$ cat src/logic/spi_master_regs.svh
// spi master register map, field positions, reset values and rate counts
// included by spi_rate_gen and spi_master_with_dma; holds definitions only
`ifndef SPI_MASTER_REGS_SVH
`define SPI_MASTER_REGS_SVH

`define ADR_XFER_CTRL  8'h0D
`define ADR_SER_WORD   8'h0E
`define ADR_BLK_CTRL   8'h53
`define ADR_BLK_START  8'h54
`define ADR_BLK_LEN    8'h55

`define F_MODE      15
`define F_RATE_HI   14
`define F_RATE_LO   12
`define F_ICS       11
`define F_QSEL      9
`define F_MULTI     8
`define F_DONE      7
`define F_CLR       6
`define F_RCV       5
`define F_SEND      4
`define F_CNT_HI    3

`define F_NEWINT    5
`define F_SETMODE   4
`define F_REWIND    3
`define F_DIR       2
`define F_BEN       1
`define F_BUSY      0

`define START_HI    13
`define LEN_HI      11

`define CNT_RST         4'h1
`define DMA_WORD_BYTES  4'h2
`define INT_CMD         8'h03

`define CLK_KHZ     200000
`define RATE_KHZ_0  32768
`define RATE_KHZ_1  16384
`define RATE_KHZ_2  13107
`define RATE_KHZ_3  10922
`define RATE_KHZ_4  8192
`define RATE_KHZ_5  4096
`define HALF_CYC(k) (((`CLK_KHZ) + 2 * (k) - 1) / (2 * (k)))
`define HALF_0      `HALF_CYC(`RATE_KHZ_0)
`define HALF_1      `HALF_CYC(`RATE_KHZ_1)
`define HALF_2      `HALF_CYC(`RATE_KHZ_2)
`define HALF_3      `HALF_CYC(`RATE_KHZ_3)
`define HALF_4      `HALF_CYC(`RATE_KHZ_4)
`define HALF_5      `HALF_CYC(`RATE_KHZ_5)

`endif

$ cat src/logic/spi_master_pkg.sv
// state and data types used by spi_master_with_dma
// no dependencies
package spi_master_pkg;

	typedef enum logic {SER_IDLE, SER_RUN} ser_state_e;

	typedef enum logic [2:0] {
		DMA_IDLE,
		DMA_READ,
		DMA_LOAD,
		DMA_KICK,
		DMA_WAIT,
		DMA_STORE
	} dma_state_e;

	typedef logic [15:0] word_t;
	typedef logic [7:0]  byte_t;

endpackage

$ cat src/logic/spi_line_sync.sv
// two-flop synchroniser for the four serial data input lines
// inputs come from pins outside the clock domain
`timescale 1ns/1ps
module spi_line_sync
(
	input  wire logic       clk,
	input  wire logic       rstn,
	input  wire logic       ce,
	input  wire logic [3:0] din,
	output logic      [3:0] dout
);
	logic [3:0] meta;

	always_ff @(posedge clk or negedge rstn)
	begin
		if (!rstn)
		begin
			meta <= 4'h0;
			dout <= 4'h0;
		end
		else if (ce)
		begin
			meta <= din;
			dout <= meta;
		end
	end
endmodule

$ cat src/logic/spi_rate_gen.sv
// serial clock generator: divides clk down to the selected link rate
// sck rests low whenever run is low; rise and fall mark the toggles
`timescale 1ns/1ps
`include "spi_master_regs.svh"
module spi_rate_gen
(
	input  wire logic       clk,
	input  wire logic       rstn,
	input  wire logic       ce,
	input  wire logic       run,
	input  wire logic [2:0] rate_select,
	output logic            sck,
	output logic            rise,
	output logic            fall
);
	logic [4:0] cnt;
	logic [4:0] half;
	logic       wrap;

	// counts round up, so the link never runs above the nominal rate
	function automatic logic [4:0] half_count(input logic [2:0] sel);
		case (sel)
			3'h0: half_count = 5'(`HALF_0);
			3'h1: half_count = 5'(`HALF_1);
			3'h2: half_count = 5'(`HALF_2);
			3'h3: half_count = 5'(`HALF_3);
			3'h4: half_count = 5'(`HALF_4);
			default: half_count = 5'(`HALF_5);
		endcase
	endfunction

	assign half = half_count(rate_select);
	assign wrap = run && (cnt >= half - 5'h01);
	assign rise = wrap && !sck;
	assign fall = wrap && sck;

	always_ff @(posedge clk or negedge rstn)
	begin
		if (!rstn)
		begin
			cnt <= 5'h00;
			sck <= 1'b0;
		end
		else if (ce)
		begin
			if (!run)
			begin
				cnt <= 5'h00;
				sck <= 1'b0;
			end
			else if (wrap)
			begin
				cnt <= 5'h00;
				sck <= !sck;
			end
			else
				cnt <= cnt + 5'h01;
		end
	end
endmodule

$ cat src/logic/spi_master_with_dma.sv
// spi master with four-word buffer and block-move engine to working sram
// assumes one clock; sram returns read data in the cycle after sram_re;
// chip select is a general-purpose pin driven by software
// Functional notes
// RQ1 - software sets master_enable before any operation; triggers need it
// RQ2 - rate_select picks one of six serial clock rates
// RQ3 - four-entry sixteen-bit buffer for transmitted and received words
// RQ4 - single line drives one output and samples one input; quad bidirectional
// RQ5 - multi-line enable selects dual or quad by the select bit
// RQ6 - edge select: 0 samples on rising, 1 on falling clock edge
// RQ7 - each trigger moves exactly the programmed byte count
// RQ8 - send trigger shifts buffered transmit data out
// RQ9 - receive trigger clocks slave data into the buffer
// RQ10 - flag clear resets control flags including transfer done
// RQ11 - transfer done flag in status bit 7 after each transfer
// RQ12 - internal command select makes the master issue its own command byte
// RQ13 - data write loads a transmit word; read returns last received word
// RQ14 - block engine runs only while enabled and shows a busy bit
// RQ15 - direction 1 moves link to sram, 0 moves sram to link
// RQ16 - auto rewind restores the sram index at block completion
// RQ17 - fourteen-bit start address; writing the word count launches
// RQ18 - software keeps block length at or below 4095 words
// RQ19 - with mode setting enabled, control bit 15 picks improved mode
// RQ20 - improved mode allows data access without waiting for done
// RQ21 - new event mode signals only after the last word has left
// RQ22 - software drives chip select itself around each transaction
// RQ23 - serial clock toggles only during a transfer, else rests low
`timescale 1ns/1ps
`include "spi_master_regs.svh"
module spi_master_with_dma
(
	input  wire logic        clk,
	input  wire logic        rstn,
	input  wire logic        ce,
	input  wire logic        master_enable,
	input  wire logic [7:0]  addr,
	input  wire logic [15:0] wdata,
	input  wire logic        wr,
	input  wire logic        rd,
	output logic      [15:0] rdata,
	output logic             sck,
	input  wire logic [3:0]  sio_in,
	output logic      [3:0]  sio_out,
	output logic      [3:0]  sio_oe,
	output logic      [13:0] sram_addr,
	output logic      [15:0] sram_wdata,
	output logic             sram_we,
	output logic             sram_re,
	input  wire logic [15:0] sram_rdata,
	output logic             dma_event
);
	// transfer control fields
	logic        mode_sel;
	logic [2:0]  rate_select;
	logic        internal_command_select;
	logic        quad_sel;
	logic        multi_en;
	logic [3:0]  byte_total;
	logic        transfer_done_flag;

	// block-move control fields
	logic        new_event_mode;
	logic        set_mode;
	logic        index_auto_rewind;
	logic        dma_dir;
	logic        dma_en;
	logic [13:0] sram_start_pointer;
	logic [11:0] word_count;
	logic [13:0] idx;
	logic [11:0] left;
	spi_master_pkg::word_t     dma_word;
	spi_master_pkg::dma_state_e dstate;
	spi_master_pkg::dma_state_e next_dstate;

	// buffer
	spi_master_pkg::word_t buf_mem [4];
	logic [1:0]  wptr;
	logic [1:0]  rptr;
	logic [1:0]  tx_idx;
	spi_master_pkg::word_t last_rx;

	// serial engine
	spi_master_pkg::ser_state_e sstate;
	logic        is_send;
	logic        cmd_run;
	logic        dma_run;
	logic [3:0]  nbytes;
	logic [3:0]  bidx;
	logic [2:0]  bitcnt;
	logic        pend;
	logic        all_done;
	logic        rx_half;
	spi_master_pkg::byte_t txs;
	spi_master_pkg::byte_t rxs;
	spi_master_pkg::byte_t rx_hi;

	logic [3:0]  sin;
	logic        rise;
	logic        fall;
	logic        run;

	logic        wr_ctrl;
	logic        wr_data;
	logic        wr_bctl;
	logic        wr_start;
	logic        wr_len;
	logic        improved;
	logic        data_ok;
	logic        ser_busy;
	logic        dma_idle;
	logic        clr_req;
	logic        sw_send;
	logic        sw_recv;
	logic        dma_kick;
	logic        start;
	logic        launch;
	logic        advance;
	logic [3:0]  step;
	logic        smp;
	logic        shf;
	logic [3:0]  bit_sum;
	logic        byte_end;
	logic        cur_tx;
	logic        last_byte;
	logic        rx_store;
	logic        finish;
	spi_master_pkg::byte_t rx_next;
	spi_master_pkg::word_t rx_word;
	spi_master_pkg::word_t tx_src;
	spi_master_pkg::byte_t tx_byte;
	spi_master_pkg::byte_t first_byte;
	spi_master_pkg::word_t rmux;
	logic [3:0]  next_out;
	logic [3:0]  next_oe;
	logic [4:0]  sent_words;

	// shifts a byte left by one lane group, filling from the data lines
	function automatic spi_master_pkg::byte_t lane_shift(
		input spi_master_pkg::byte_t v,
		input logic [3:0] ins,
		input logic [3:0] st);
		case (st)
			4'h1: lane_shift = {v[6:0], ins[0]};
			4'h2: lane_shift = {v[5:0], ins[1:0]};
			default: lane_shift = {v[3:0], ins};
		endcase
	endfunction

	spi_line_sync u_sync
	(
		.clk  (clk),
		.rstn (rstn),
		.ce   (ce),
		.din  (sio_in),
		.dout (sin)
	);

	spi_rate_gen u_rate
	(
		.clk         (clk),
		.rstn        (rstn),
		.ce          (ce),
		.run         (run),
		.rate_select (rate_select), // RQ2
		.sck         (sck),
		.rise        (rise),
		.fall        (fall)
	);

	// register decode
	assign wr_ctrl  = wr && (addr == `ADR_XFER_CTRL);
	assign wr_data  = wr && (addr == `ADR_SER_WORD);
	assign wr_bctl  = wr && (addr == `ADR_BLK_CTRL);
	assign wr_start = wr && (addr == `ADR_BLK_START);
	assign wr_len   = wr && (addr == `ADR_BLK_LEN);

	assign improved = set_mode && mode_sel; // RQ19
	assign ser_busy = sstate == spi_master_pkg::SER_RUN;
	assign dma_idle = dstate == spi_master_pkg::DMA_IDLE;
	// legacy mode refuses data writes while a transfer is running; reads are not gated
	assign data_ok  = improved || !ser_busy; // RQ20
	assign clr_req  = wr_ctrl && wdata[`F_CLR]; // RQ10
	assign sw_send  = wr_ctrl && wdata[`F_SEND] && !wdata[`F_CLR]
		&& master_enable && !ser_busy && dma_idle
		&& (wdata[`F_CNT_HI:0] != 4'h0); // RQ8 RQ1
	assign sw_recv  = wr_ctrl && wdata[`F_RCV] && !wdata[`F_SEND]
		&& !wdata[`F_CLR] && master_enable && !ser_busy && dma_idle
		&& (wdata[`F_CNT_HI:0] != 4'h0); // RQ9 RQ1
	assign dma_kick = (dstate == spi_master_pkg::DMA_KICK) && !ser_busy;
	assign start    = sw_send || sw_recv || dma_kick;
	assign launch   = wr_len && dma_en && master_enable && dma_idle
		&& (wdata[`LEN_HI:0] != 12'h000); // RQ17 RQ14

	// lane width and edge roles
	assign step = !multi_en ? 4'h1 : (quad_sel ? 4'h4 : 4'h2); // RQ5
	assign smp  = mode_sel ? fall : rise; // RQ6
	assign shf  = mode_sel ? rise : fall;

	assign bit_sum   = {1'b0, bitcnt} + step;
	assign byte_end  = bit_sum[3];
	assign cur_tx    = is_send || (cmd_run && (bidx == 4'h0)); // RQ12
	assign last_byte = bidx == nbytes - 4'h1;
	assign rx_next   = lane_shift(rxs, sin, step);
	assign rx_word   = rx_half ? {rx_hi, rx_next} : {rx_next, 8'h00};
	assign rx_store  = ser_busy && smp && !all_done && byte_end && !cur_tx
		&& (rx_half || last_byte);
	// the clock is let back to rest before the transfer is closed
	assign finish    = ser_busy && all_done && !sck; // RQ23
	assign run       = ser_busy && !finish; // RQ23

	assign tx_idx     = rptr + bidx[2:1];
	assign tx_src     = dma_run ? dma_word : buf_mem[tx_idx];
	assign tx_byte    = bidx[0] ? tx_src[7:0] : tx_src[15:8];
	// the trigger write's own command bit counts, not the stored one
	assign first_byte = (sw_recv && wdata[`F_ICS]) ? `INT_CMD
		: dma_kick ? dma_word[15:8] : buf_mem[rptr][15:8];
	assign sent_words = 5'({1'b0, nbytes} + 5'h01) >> 1;

	// pin drive
	assign next_out = (step == 4'h1) ? {2'b00, txs[7], 1'b0}
		: (step == 4'h2) ? {2'b00, txs[7:6]} : txs[7:4];
	assign next_oe  = !run ? 4'h0
		: (step == 4'h1) ? 4'h2
		: !cur_tx ? 4'h0
		: (step == 4'h2) ? 4'h3 : 4'hF; // RQ4

	// register read selection
	assign rmux = (addr == `ADR_XFER_CTRL) ? {mode_sel, rate_select,
			internal_command_select, 1'b0, quad_sel, multi_en,
			transfer_done_flag, 1'b0, ser_busy && !is_send,
			ser_busy && is_send, byte_total}
		: (addr == `ADR_SER_WORD) ? last_rx // RQ13
		: (addr == `ADR_BLK_CTRL) ? {10'h000, new_event_mode, set_mode,
			index_auto_rewind, dma_dir, dma_en, !dma_idle} // RQ14
		: (addr == `ADR_BLK_LEN) ? {4'h0, word_count}
		: 16'h0000;

	// block engine sequencing
	assign advance = (dstate == spi_master_pkg::DMA_STORE)
		|| ((dstate == spi_master_pkg::DMA_WAIT) && finish && !dma_dir);
	assign sram_re   = dstate == spi_master_pkg::DMA_READ;
	assign sram_we   = dstate == spi_master_pkg::DMA_STORE;
	assign sram_addr = idx;
	assign sram_wdata = last_rx;

	always_comb
	begin
		next_dstate = dstate;
		unique case (dstate)
			spi_master_pkg::DMA_IDLE:
				if (launch)
					next_dstate = wdata[`LEN_HI:0] == 12'h000 ? dstate
						: dma_dir ? spi_master_pkg::DMA_KICK
						: spi_master_pkg::DMA_READ; // RQ15
			spi_master_pkg::DMA_READ:
				next_dstate = spi_master_pkg::DMA_LOAD;
			spi_master_pkg::DMA_LOAD:
				next_dstate = spi_master_pkg::DMA_KICK;
			spi_master_pkg::DMA_KICK:
				if (!ser_busy)
					next_dstate = spi_master_pkg::DMA_WAIT;
			spi_master_pkg::DMA_WAIT:
				if (finish && dma_dir)
					next_dstate = spi_master_pkg::DMA_STORE;
			spi_master_pkg::DMA_STORE:
				next_dstate = dstate;
		endcase
		if (advance)
			next_dstate = (left == 12'h001) ? spi_master_pkg::DMA_IDLE
				: dma_dir ? spi_master_pkg::DMA_KICK
				: spi_master_pkg::DMA_READ;
		if (clr_req || !dma_en)
			next_dstate = spi_master_pkg::DMA_IDLE; // RQ14
	end

	always_ff @(posedge clk or negedge rstn)
	begin
		if (!rstn)
		begin
			mode_sel                <= 1'b0;
			rate_select             <= 3'h0;
			internal_command_select <= 1'b0;
			quad_sel                <= 1'b0;
			multi_en                <= 1'b0;
			byte_total              <= `CNT_RST;
		end
		else if (ce && wr_ctrl)
		begin
			mode_sel                <= wdata[`F_MODE];
			rate_select             <= wdata[`F_RATE_HI:`F_RATE_LO];
			internal_command_select <= wdata[`F_ICS];
			quad_sel                <= wdata[`F_QSEL];
			multi_en                <= wdata[`F_MULTI];
			byte_total              <= wdata[`F_CNT_HI:0];
		end
	end

	always_ff @(posedge clk or negedge rstn)
	begin
		if (!rstn)
		begin
			new_event_mode     <= 1'b0;
			set_mode           <= 1'b0;
			index_auto_rewind  <= 1'b0;
			dma_dir            <= 1'b0;
			dma_en             <= 1'b0;
			sram_start_pointer <= 14'h0000;
			word_count         <= 12'h000;
		end
		else if (ce)
		begin
			if (wr_bctl)
			begin
				new_event_mode    <= wdata[`F_NEWINT];
				set_mode          <= wdata[`F_SETMODE];
				index_auto_rewind <= wdata[`F_REWIND];
				dma_dir           <= wdata[`F_DIR];
				dma_en            <= wdata[`F_BEN];
			end
			if (wr_start)
				sram_start_pointer <= wdata[`START_HI:0]; // RQ17
			if (wr_len)
				word_count <= wdata[`LEN_HI:0];
		end
	end

	// set wins over clear
	always_ff @(posedge clk or negedge rstn)
	begin
		if (!rstn)
			transfer_done_flag <= 1'b0;
		else if (ce)
		begin
			if (finish)
				transfer_done_flag <= 1'b1; // RQ11
			else if (clr_req)
				transfer_done_flag <= 1'b0; // RQ10
		end
	end

	always_ff @(posedge clk or negedge rstn)
	begin
		if (!rstn)
		begin
			dstate    <= spi_master_pkg::DMA_IDLE;
			idx       <= 14'h0000;
			left      <= 12'h000;
			dma_word  <= 16'h0000;
			dma_event <= 1'b0;
		end
		else if (ce)
		begin
			dstate    <= next_dstate;
			dma_event <= 1'b0;
			if (launch)
			begin
				idx  <= sram_start_pointer;
				left <= wdata[`LEN_HI:0];
			end
			if (dstate == spi_master_pkg::DMA_LOAD)
				dma_word <= sram_rdata;
			// legacy mode signals when the last word is handed over
			if (dma_kick && left == 12'h001 && !new_event_mode)
				dma_event <= 1'b1; // RQ21
			if (advance)
			begin
				idx  <= idx + 14'h0001;
				left <= left - 12'h001;
				if (left == 12'h001)
				begin
					dma_event <= new_event_mode; // RQ21
					if (index_auto_rewind)
						idx <= sram_start_pointer; // RQ16
				end
			end
		end
	end

	always_ff @(posedge clk or negedge rstn)
	begin
		if (!rstn)
		begin
			sstate   <= spi_master_pkg::SER_IDLE;
			is_send  <= 1'b0;
			cmd_run  <= 1'b0;
			dma_run  <= 1'b0;
			nbytes   <= 4'h0;
			bidx     <= 4'h0;
			bitcnt   <= 3'h0;
			pend     <= 1'b0;
			all_done <= 1'b0;
			rx_half  <= 1'b0;
			txs      <= 8'h00;
			rxs      <= 8'h00;
			rx_hi    <= 8'h00;
		end
		else if (ce)
		begin
			if (clr_req || finish)
				sstate <= spi_master_pkg::SER_IDLE;
			else if (start)
			begin
				sstate   <= spi_master_pkg::SER_RUN;
				is_send  <= dma_kick ? !dma_dir : sw_send; // RQ15
				cmd_run  <= sw_recv && wdata[`F_ICS]; // RQ12
				dma_run  <= dma_kick;
				nbytes   <= dma_kick ? `DMA_WORD_BYTES
					: wdata[`F_CNT_HI:0]; // RQ7
				bidx     <= 4'h0;
				bitcnt   <= 3'h0;
				pend     <= 1'b0;
				all_done <= 1'b0;
				rx_half  <= 1'b0;
				txs      <= first_byte;
			end
			else if (ser_busy && smp && !all_done)
			begin
				rxs    <= rx_next;
				bitcnt <= bit_sum[2:0];
				pend   <= 1'b1;
				if (byte_end)
				begin
					bidx     <= bidx + 4'h1;
					all_done <= last_byte; // RQ7
					if (!cur_tx)
					begin
						rx_half <= !rx_half;
						rx_hi   <= rx_next;
					end
				end
			end
			else if (ser_busy && shf && pend)
			begin
				pend <= 1'b0;
				txs  <= (bitcnt == 3'h0) ? tx_byte
					: lane_shift(txs, 4'h0, step);
			end
		end
	end

	// buffer: software writes and received words share one ring
	always_ff @(posedge clk)
	begin
		if (ce)
		begin
			if (rx_store && !dma_run)
				buf_mem[wptr] <= rx_word; // RQ3 RQ9
			else if (wr_data && data_ok)
				buf_mem[wptr] <= wdata; // RQ13
		end
	end

	always_ff @(posedge clk or negedge rstn)
	begin
		if (!rstn)
		begin
			wptr    <= 2'h0;
			rptr    <= 2'h0;
			last_rx <= 16'h0000;
		end
		else if (ce)
		begin
			if (rx_store)
				last_rx <= rx_word; // RQ13
			if ((rx_store && !dma_run) || (wr_data && data_ok))
				wptr <= wptr + 2'h1;
			if (rx_store && !dma_run)
				rptr <= rptr + 2'h1;
			else if (finish && is_send && !dma_run)
				rptr <= rptr + sent_words[1:0];
		end
	end

	always_ff @(posedge clk or negedge rstn)
	begin
		if (!rstn)
		begin
			sio_out <= 4'h0;
			sio_oe  <= 4'h0;
			rdata   <= 16'h0000;
		end
		else if (ce)
		begin
			sio_out <= next_out;
			sio_oe  <= next_oe; // RQ4
			rdata   <= rd ? rmux : 16'h0000;
		end
	end
endmodule

$ cat config.mk
export PLATFORM = sky130hd
export DESIGN_NAME = spi_master_with_dma
export DESIGN_NICKNAME = d
export VERILOG_FILES = /design/src/logic/spi_master_pkg.sv /design/src/logic/spi_line_sync.sv /design/src/logic/spi_rate_gen.sv /design/src/logic/spi_master_with_dma.sv
export VERILOG_INCLUDE_DIRS = /design/src /design/src/logic
export SDC_FILE = /design/constraint.sdc
export NUM_CORES = 1
export LEC_CHECK = 0
export BUFFER_PORTS_ARGS = -buffer_cell sky130_fd_sc_hd__buf_4
export CAP_MARGIN = 20
export CORE_MARGIN = 2
export CORE_UTILIZATION = 35
export DETAILED_ROUTE_END_ITERATION = 8
export PLACE_DENSITY = 0.47
export SLEW_MARGIN = 25
export SYNTH_ARGS = -nofsm -noshare
export SYNTH_HDL_FRONTEND = slang
export SYNTH_SLANG_ARGS = --single-unit
$ cat constraint.sdc
create_clock -name clk -period 5.4 [get_ports clk]
set_input_delay 0.54 -clock clk [delete_from_list [all_inputs] [get_ports clk]]
set_output_delay 0.54 -clock clk [all_outputs]
set_load 0.02 [all_outputs]
Yosys cells after proc, flatten, opt, wreduce, memory -nomap -nowiden
Memories as Yosys holds them, arrays and structs flattened.
Cells that the tools add are included.
- register bits after elaboration: 188
- bits in latches: 0
- memory bits (writable): 64
- ROM bits: 0
- input port bits: 50
- output and inout bits: 58
- word-level logic and storage cells: 276
- memories kept: 1
- $add $sub $neg: 12
- $mul: 0
- div/mod/pow operators: 0
- order comparisons: 1
- eq/ne operators: 26
- shifts and indexed selects: 0
- multiplexer cells: 80
- bitwise gates (word level): 4
- reductions and logical operators: 110
- memories (name ; depth ; width ; rd ports ; clocked after memory_dff ; wr ports ; line ; source):
    buf_mem ; 4 ; 16 ; 2 ; 0 ; 1 ; spi_master_with_dma.sv:76 ; spi_master_pkg::word_t buf_mem [4];
- operator list (cell ; count):
    16-bit 2-to-1 mux ; 6
    14-bit 2-to-1 mux ; 4
    8-bit 2-to-1 mux ; 7
    1-bit logical AND ; 52
    12-bit 2-to-1 mux ; 4
    4-bit 2-to-1 mux ; 10
    8-bit case mux with 2 select lines ; 2
    3-bit 2-to-1 mux ; 10
    1-bit 2-to-1 mux ; 29
    5-bit case mux with 5 select lines ; 1
    8-bit by 7-bit equality test with 1-bit output (second input constant) ; 3
    2-bit AND reduction ; 11
    8-bit by 4-bit equality test with 1-bit output (second input constant) ; 2
    3-bit by 2-bit equality test with 1-bit output (second input constant) ; 5
    3-bit case mux with 5 select lines ; 1
    14-bit by 1-bit adder with 14-bit output (second input constant) ; 1
    1-bit zero test ; 14
    2-bit nonzero test ; 7
    12-bit by 1-bit equality test with 1-bit output (second input constant) ; 1
    12-bit zero test ; 1
    4-bit AND reduction ; 3
    6-bit AND reduction ; 2
    12-bit nonzero test ; 1
    12-bit by 1-bit subtractor with 12-bit output (second input constant) ; 1
    28 further kinds ; 55

Logic depth before layout (Yosys ltp)
Gate-level depths: netlist (run 1).
- word-level depth: 17
- depth in mapped cells: 16
- depth with buffers taken out: 16

Modules after synthesis
From an unflattened synthesis (run 1), not the netlist that was laid out.
- cells, all modules: 1102
- area, all modules: 12483.2 um^2
- modules (own cells, without submodules) (module ; instances ; cells each ; area an instance (um^2) ; seq. area each (um^2)):
    spi_master_with_dma ; 1 ; 1029 ; 11623.6 ; 6252.2
    spi_rate_gen ; 1 ; 56 ; 528.0 ; 150.1
    spi_line_sync ; 1 ; 17 ; 331.6 ; 200.2

Least setup slack after synthesis (run 1)
OpenSTA, ideal clock, no wires.
- path kind: reg-to-reg
- start point: reg quad_sel
- end point: mem buf_mem[0][0] (netlist bit) (enable)
- setup time: 0.390 ns
- data arrival time: 3.142 ns
- required time: 5.010 ns
- setup slack: 1.868 ns
- stages on the path, launching flop included: 11
- path buffers: 2
- clock period less this slack: 3.532 ns
- cells stage by stage: dfrtp_1 -> clkbuf_1 -> buf_1 -> nor2_1 -> ha_1 -> a21o_1 -> a21oi_1 -> nand3b_1 -> nor4_1 -> nor2_1 -> nor2b_1
- word-level cells in the longest chain between the ends: 11
- elaborated cells between the ends (all ways): 14
- classes of those cells: add/sub: 1; mux: 8; bitwise: 1; reduce/logical: 4
- ends and longest elaborated chain (element ; line ; source):
    start, declared ; spi_master_with_dma.sv:56 ; logic quad_sel;
    start signal, assigned ; spi_master_with_dma.sv:292 ; quad_sel <= wdata[`F_QSEL];
    3-bit 2-to-1 mux * (2 in a row) ; spi_master_with_dma.sv:195 ; assign step = !multi_en ? 4'h1 : (quad_sel ? 4'h4 : 4'h2);
    3-bit by 3-bit adder with 4-bit output * ; spi_master_with_dma.sv:199 ; assign bit_sum = {1'b0, bitcnt} + step;
    1-bit logical AND * (2 in a row) ; spi_master_with_dma.sv:205 ; assign rx_store = ser_busy && smp && !all_done && byte_end && !cur_tx
    1-bit logical AND * ; spi_master_with_dma.sv:206 ; && (rx_half || last_byte);
    1-bit logical AND * ; spi_master_with_dma.sv:446 ; if (rx_store && !dma_run)
    1-bit 2-to-1 mux ; spi_master_with_dma.sv:446 ;
    1-bit 2-to-1 mux ; spi_master_with_dma.sv:444 ; if (ce)
    1-bit 2-to-1 mux (on tied branches) ; spi_master_with_dma.sv:447, spi_master_with_dma.sv:449 ;
    1-bit OR (no line) * ; - ;
    end, declared ; spi_master_with_dma.sv:76 ;
Mark *: on every way between the ends. The rest lies on a longest branch, timed or not.

Final worst setup path (run 1)
- start point: reg rate_select[1]
- end point: mem buf_mem[1][13] (netlist bit), data pin
- word-level cells in the longest chain between the ends: 17
- elaborated cells between the ends (all ways): 22
- classes of those cells: add/sub: 1; order compare: 1; eq/ne: 4; mux: 6; reduce/logical: 10
- ends and longest elaborated chain (element ; line ; source):
    start, declared ; spi_master_with_dma.sv:54 ; logic [2:0] rate_select;
    start signal, assigned ; spi_master_with_dma.sv:290 ; rate_select <= wdata[`F_RATE_HI:`F_RATE_LO];
    3-bit equality test (tied with other cells) ; spi_rate_gen.sv:22 ; case (sel)
    5-bit case mux with 5 select lines * ; spi_rate_gen.sv:22 ;
    5-bit by 1-bit subtractor with 5-bit output * ; spi_rate_gen.sv:33 ; assign wrap = run && (cnt >= half - 5'h01);
    5-bit >= comparator * ; spi_rate_gen.sv:33 ;
    1-bit logical AND * ; spi_rate_gen.sv:33 ;
    1-bit logical AND (on tied branches) ; spi_rate_gen.sv:34, spi_rate_gen.sv:35 ;
    1-bit 2-to-1 mux * ; spi_master_with_dma.sv:196 ; assign smp = mode_sel ? fall : rise;
    1-bit logical AND * (4 in a row) ; spi_master_with_dma.sv:205 ;
    1-bit logical AND * ; spi_master_with_dma.sv:206 ;
    1-bit logical AND * ; spi_master_with_dma.sv:446 ;
    1-bit 2-to-1 mux * ; spi_master_with_dma.sv:446 ;
    1-bit 2-to-1 mux * ; spi_master_with_dma.sv:444 ;
    1-bit 2-to-1 mux (implied by the code) * ; spi_master_with_dma.sv:449 ; buf_mem[wptr] <= wdata;
    16-bit 2-to-1 mux (no line) * ; - ;
Marks and branches as above.

==> impl_results.md, run 1 <==
* CTS max path bufs at 3
* WS Path Type: reg -> reg
* Clock Sinks at 251
* Worst vdd ir at 224 uV
* Worst-skew pair later-pin latency at 0.56 ns
* Top_reg_cell synth: dfrtp_1
* 1st-pass router iterations at 5
* PortBufs at 107
* Worst path required time at 5.69 ns
* Die area at 38300 um2
* Outcome: completed
* Crit-path max FO at 16
* Power Density at 286 nW/um2
* Cell Area, Placed at 14100 um2
* Root buf cell: clkbuf_16
* WP buf/inv at 1
* Fin crit share at 70.2%
* I/O pin total at 108
* Worst hold path type: in -> reg
* Type of origin of the critical path: register
* Synthesized netlist cell count at 1112
* CTS Buf Count at 30
* Vias in the first global route at 9284
* 1st-iter DRT viols at 640
* Critical-path cell list: inv_1, a21oi_1, ha_1, xnor2_1, ha_1, a21oi_1, o21ai_1, a41oi_2, nor4_2, nor3_4, mux2_2
* Setup TNS at 0 ns
* DP Worst Slack at 1.61 ns
* Max Freq at 264 MHz
* ANT nets after route at 0
* Clk_skew at 0.0115 ns
* Slew @ Worst Pin at 0.941 ns
* Asr flop ratio synth at 74.5%
* Synth Net Count at 1186
* Initial antenna violation count at 0
* RSZ-0062 raised after global routing: false
* Overflow left after global routing at 0
* Via density per instance at 5.49
* Finished Cell Area at 15200 um2
* CP endpoint kind: register
* Mapped Avg Cell Area at 11.6 um2
* Synth unique cells at 86
* Diode count at 0
* Die Span X at 196 um
* Initial Utilization at 35.3%
* Syn. warnings at 0
* Fill cell count at 3492
* Slowest CP cell: nor3_4
* CTS tree: done
* Worst path max stage delay at 0.79 ns
* Core ar. at 36400 um2
* Final setup violation count at 0
* WL/cell at 22.9 um
* Layout Cells excl Fill at 1696
* Drc violations at 0
* Cell Rows at 70
* Max cap viols at 0
* Post-CTS Setup Inserts at 0
* EDFF count, synth at 64
* Static Leak at 6.62 nW
* Via Count at 9311
* Worst relative slew slack at 36.6%
* Synth Register Bits at 251
* Drt total wl at 38.8 mm
* Max-slew violation count at 0
* H-tree Lvls at 1
* Post-route setup slack at 1.61 ns
* Share of layout cells above drive strength 1 at 27.3%
* Area grow syn2layout at 17.9%
* Routability Congestion at 0.821
* Crit path DAT at 4.08 ns
* First-pass GRT wire length at 59.2 mm
* Post-Syn Area at 12900 um2
* Hpwl dp at 27.5 mm
* Family with the most delay on the worst path: simple AND/OR/NAND/NOR gates
* Largest net degree at the start of global routing at 136
* CTS clk-pin slew, worst paths at 0.06 ns
* Placed cell count at 1642
* Total track usage at 20.3%
* Nets at 1281
* Final Hold Viols at 0
* Die height at 196 um
* Register area share after synthesis at 51.3%
* Period minus WS final at 3.79 ns
state kept, by name, summed over array words and instances (netlist names), 5 cells and up:
register	flops
sram_addr	14
dma_word	16
txs	8
buf_mem	64
rxs	7
rdata	16
sram_start_pointer	14
left	12
sram_wdata	16
word_count	12
u_rate.cnt	5
rx_hi	8
worst paths after layout:
| check | startpoint | to | slack [ns] | depth (start not counted) |
|---|---|---|---|---|
| max in group asynchronous | rstn | dma_dir | 3.73 | 3 |
| hold reg to reg | rdata[15] | rdata[15] | 0.49 | 1 |
| hold / removal | sram_rdata[15] | dma_word[15] | 0.20 | 3 |
| min in group asynchronous | rstn | dma_word[1] | 0.51 | 2 |
| setup reg to reg | rate_select[1] | buf_mem[1][13] | 1.61 | 11 |
| setup / recovery | rate_select[1] | buf_mem[1][13] | 1.61 | 11 |
cells in the final DEF, fill, tap and decap left out, types with 23 or more instances in the layout:
cell	instances
inv_1	28
nand2_1	95
nor2_1	41
nand3_1	27
buf_4	126
mux2i_1	36
dfrtp_1	186
ha_1	23
o21ai_0	75
clkbuf_16	32
edfxtp_1	64
mux2_2	113
o2bb2ai_1	28
a21oi_1	65
layer usage:
metal / vias up / global-route usage, % / part of all wire [%]
met5: - / 0 / 0
met4: 0 / 5.50 / 2.6
met3: 58 / 2.82 / 4.5
met2: 237 / 32.6 / 46
met1: 4655 / 29.1 / 47
li1: 4361 / - / -
synth_stat cells (15+ instances only):
cell	n	area share, %
a21o_1	16	0.93
a21oi_1	65	2.5
buf_2	16	0.62
clkbuf_1	39	1.1
dfrtp_1	186	36
edfxtp_1	64	15
ha_1	23	2.2
inv_1	28	0.82
mux2_2	113	9.9
mux2i_1	36	2.8
mux4_2	15	2.6
nand2_1	95	2.8
nand3_1	27	1.1
nor2_1	41	1.2
nor3_1	21	0.82
o21ai_0	75	2.9
o2bb2ai_1	28	1.9
stage by stage:
| step | power (W) | util (%) | hold WS [ns] |
|---|---|---|---|
| global route | 0.00448 | 41.6 | 0.199 |
| finish | 0.00434 | 41.6 | 0.196 |
| global placement | 0.00232 | 38.8 | 0.467 |
| CTS | 0.00439 | 41.6 | 0.179 |
| floorplan | 0.00218 | - | 0.244 |
| detailed placement | 0.00232 | 38.8 | 0.477 |
logic make-up (layout without fill, tap and decap cells):
group | Yosys count | in the layout | share of synthesized area (%)
AOI/OAI and AO/OA | 280 | 280 | 14.7
xor gates and xnor gates | 12 | 12 | 0.924
adders and majority gates | 24 | 24 | 2.39
buffers and inverters | 95 | 211 | 3.10
DFF | 251 | 251 | 51.3
muxes | 170 | 170 | 15.9
and+or+nand+nor | 280 | 280 | 11.6
repair_timing:
item	in CTS	in global routing
gates resized for setup	0	0
endpoints found under the hold margin	52	0
hold buffers	1	0
layout make-up:
type | count | area, um2 | area share [%]
Clock inverter | 14 | 146 | 0.965
Sequential cell | 251 | 6600 | 43.5
Multi-Input combinational cell | 766 | 5870 | 38.7
Clock buffer | 39 | 857 | 5.65
Inverter | 29 | 109 | 0.718
Timing Repair Buffer | 129 | 990 | 6.53
Tap cell | 468 | 586 | 3.86
power breakdown:
part           total (W)  switching (W)  internal [W]
logic           0.000248       0.000146      0.000101
clock network    0.00205       0.000806       0.00125
registers        0.00204      0.0000441       0.00199
total            0.00434       0.000996       0.00334
tightest hold or removal path: stages:
cell and delay [ns]:
buf_4 0.08, nand2_1 0.03, o21ai_0 0.05
No activity file was read; power rests on OpenSTA's default activity.
==> run 2, diff against run 1 <==
clock period = 3.54 ns   (was 5.4 ns; I/O delays follow)
==> impl_results.md, run 2 (synthesis results as in run 1) <==
* Outcome: completed
* Routing usage on met1 at 30.2%
* Worst vdd ir at 337 uV
* CTS clk-pin slew, worst paths at 0.06 ns
* Worst relative slew slack at 45.6%
* Max cap viols at 0
* Slew @ Worst Pin at 0.813 ns
* Global routing's busiest layer: met2
* Diode count at 0
* Clock Sinks at 251
* Max-slew violation count at 0
* Final Hold Viols at 0
* Root buf cell: clkbuf_16
* I/O pin total at 108
* M2 GR Usage at 32.2%
* Worst reg2reg setup slack at 0.26 ns
* PnR Total Power at 0.00641 W
* Via Count at 9474
* 1st-pass router iterations at 5
* ANT nets after route at 0
* Routability Congestion at 0.817
* First-pass GRT wire length at 60.1 mm
* Cell Rows at 70
* Max Freq at 305 MHz
* WL/cell at 22.8 um
* Worst-skew pair later-pin latency at 0.56 ns
* H-tree Lvls at 1
* Cell Area, Placed at 14300 um2
* Post-route setup slack at 0.264 ns
* Final setup violation count at 0
* WHS at 0.0276 ns
* Via density per instance at 5.50
* Commonest non-fill, non-tap cell in the layout: dfrtp_1
* WS Path Type: reg -> reg
* Period minus WS final at 3.28 ns
* PortBufs at 107
* CTS tree: done
* Worst hold path type: in -> reg
* Total track usage at 20.5%
* Crit path DAT at 3.50 ns
* Fin crit share at 92.5%
* Power Density at 419 nW/um2
* Drc violations at 0
* Hpwl dp at 28.3 mm
* Core ar. at 36400 um2
* Clk_skew at 0.0205 ns
* Die Span X at 196 um
* Initial Utilization at 35.3%
* Static Leak at 6.69 nW
* CTS max path bufs at 3
* Area grow syn2layout at 18.9%
* Vias in the first global route at 9404
* Type of origin of the critical path: register
* Max reg flops at 64
* Die height at 196 um
* Biggest register: buf_mem
* Finished Cell Area at 15300 um2
* Met3 Use GR at 2.42%
* Setup TNS at 0 ns
* Share of layout cells above drive strength 1 at 28.2%
* Die area at 38300 um2
* CP endpoint kind: register
* DP Worst Slack at 0.0827 ns
* Most frequent cells in the layout: dfrtp_1, buf_4, mux2_2
* RSZ-0062 raised after global routing: false
* Overflow left after global routing at 0
* Worst path required time at 3.77 ns
* Crit-path max FO at 16
* Nets at 1305
* Fill cell count at 3500
* 1st-iter DRT viols at 567
* Largest net degree at the start of global routing at 86
* CTS Buf Count at 30
* Initial antenna violation count at 1
* Drt total wl at 39.2 mm
## run 2: cell types whose count changed in the layout (fill, tap and decap cells not counted), moves of 2 or more
cell        previous run  this run
bufinv_16              3         1
clkbuf_1               4         7
buf_4                126       148
clkinvlp_4             0         2
clkinv_1               3         6
clkinv_2               8         4
clkbuf_16             32        30
## run 2: final timing paths
check | startpoint | end | cells past startpoint
max | rate_select[2] | buf_mem[1][12] | 12
min | sram_rdata[15] | dma_word[15] | 3
max reg2reg | rate_select[2] | buf_mem[1][12] | 12
min reg2reg | pend | pend | 1
max in group asynchronous | rstn | rdata[14] | 3
min in group asynchronous | rstn | dma_word[10] | 2
## run 2: per-stage QoR
step	util [%]	std cells
after CTS	41.9	1720
after global routing	42.0	1721
final	42.0	1721
after global placement	39.3	1665
after floorplan	-	1112
after detailed placement	39.3	1665
## run 2: repair_timing
item                       in CTS  in global routing
setup buffers                   0                  1
hold endpoints to repair       80                  0
setup endpoints to repair       0                129
hold buffers                    1                  0
gates resized for setup         0                  2
## run 2: power breakdown
group          leakage (nW)  internal (W)  switching (W)
combinational          3.10      0.000162       0.000228
clock                 0.452       0.00170        0.00121
sequential             3.14       0.00304      0.0000628
total                  6.69       0.00490        0.00150
## run 2: worst max-delay path: stages (launching register included)
cell and delay [ns]:
dfrtp_1 0.43, nand2b_1 0.17, ha_1 0.21, xnor2_1 0.13
ha_1 0.29, nand2_1 0.05, o21ai_1 0.20, a41oi_2 0.20
buf_4 0.23, nor4_2 0.38, nor2_1 0.20, nor2b_1 0.14
buf_4 0.30
## run 2: layout make-up
cell class	count	area, um2	share of cell area, %
tap	468	586	3.83
clock buffer	41	832	5.44
sequential	251	6600	43.2
clock inverter	13	100	0.655
multi-input combinational	766	5880	38.4
inverter	29	109	0.712
timing repair buffer	153	1190	7.76
## run 2: layer usage
layer / vias up / routed length, um
li1: 4412 / -
met1: 4789 / 18400
met2: 227 / 18100
met3: 46 / 1700
met4: 0 / 1010
met5: - / 0
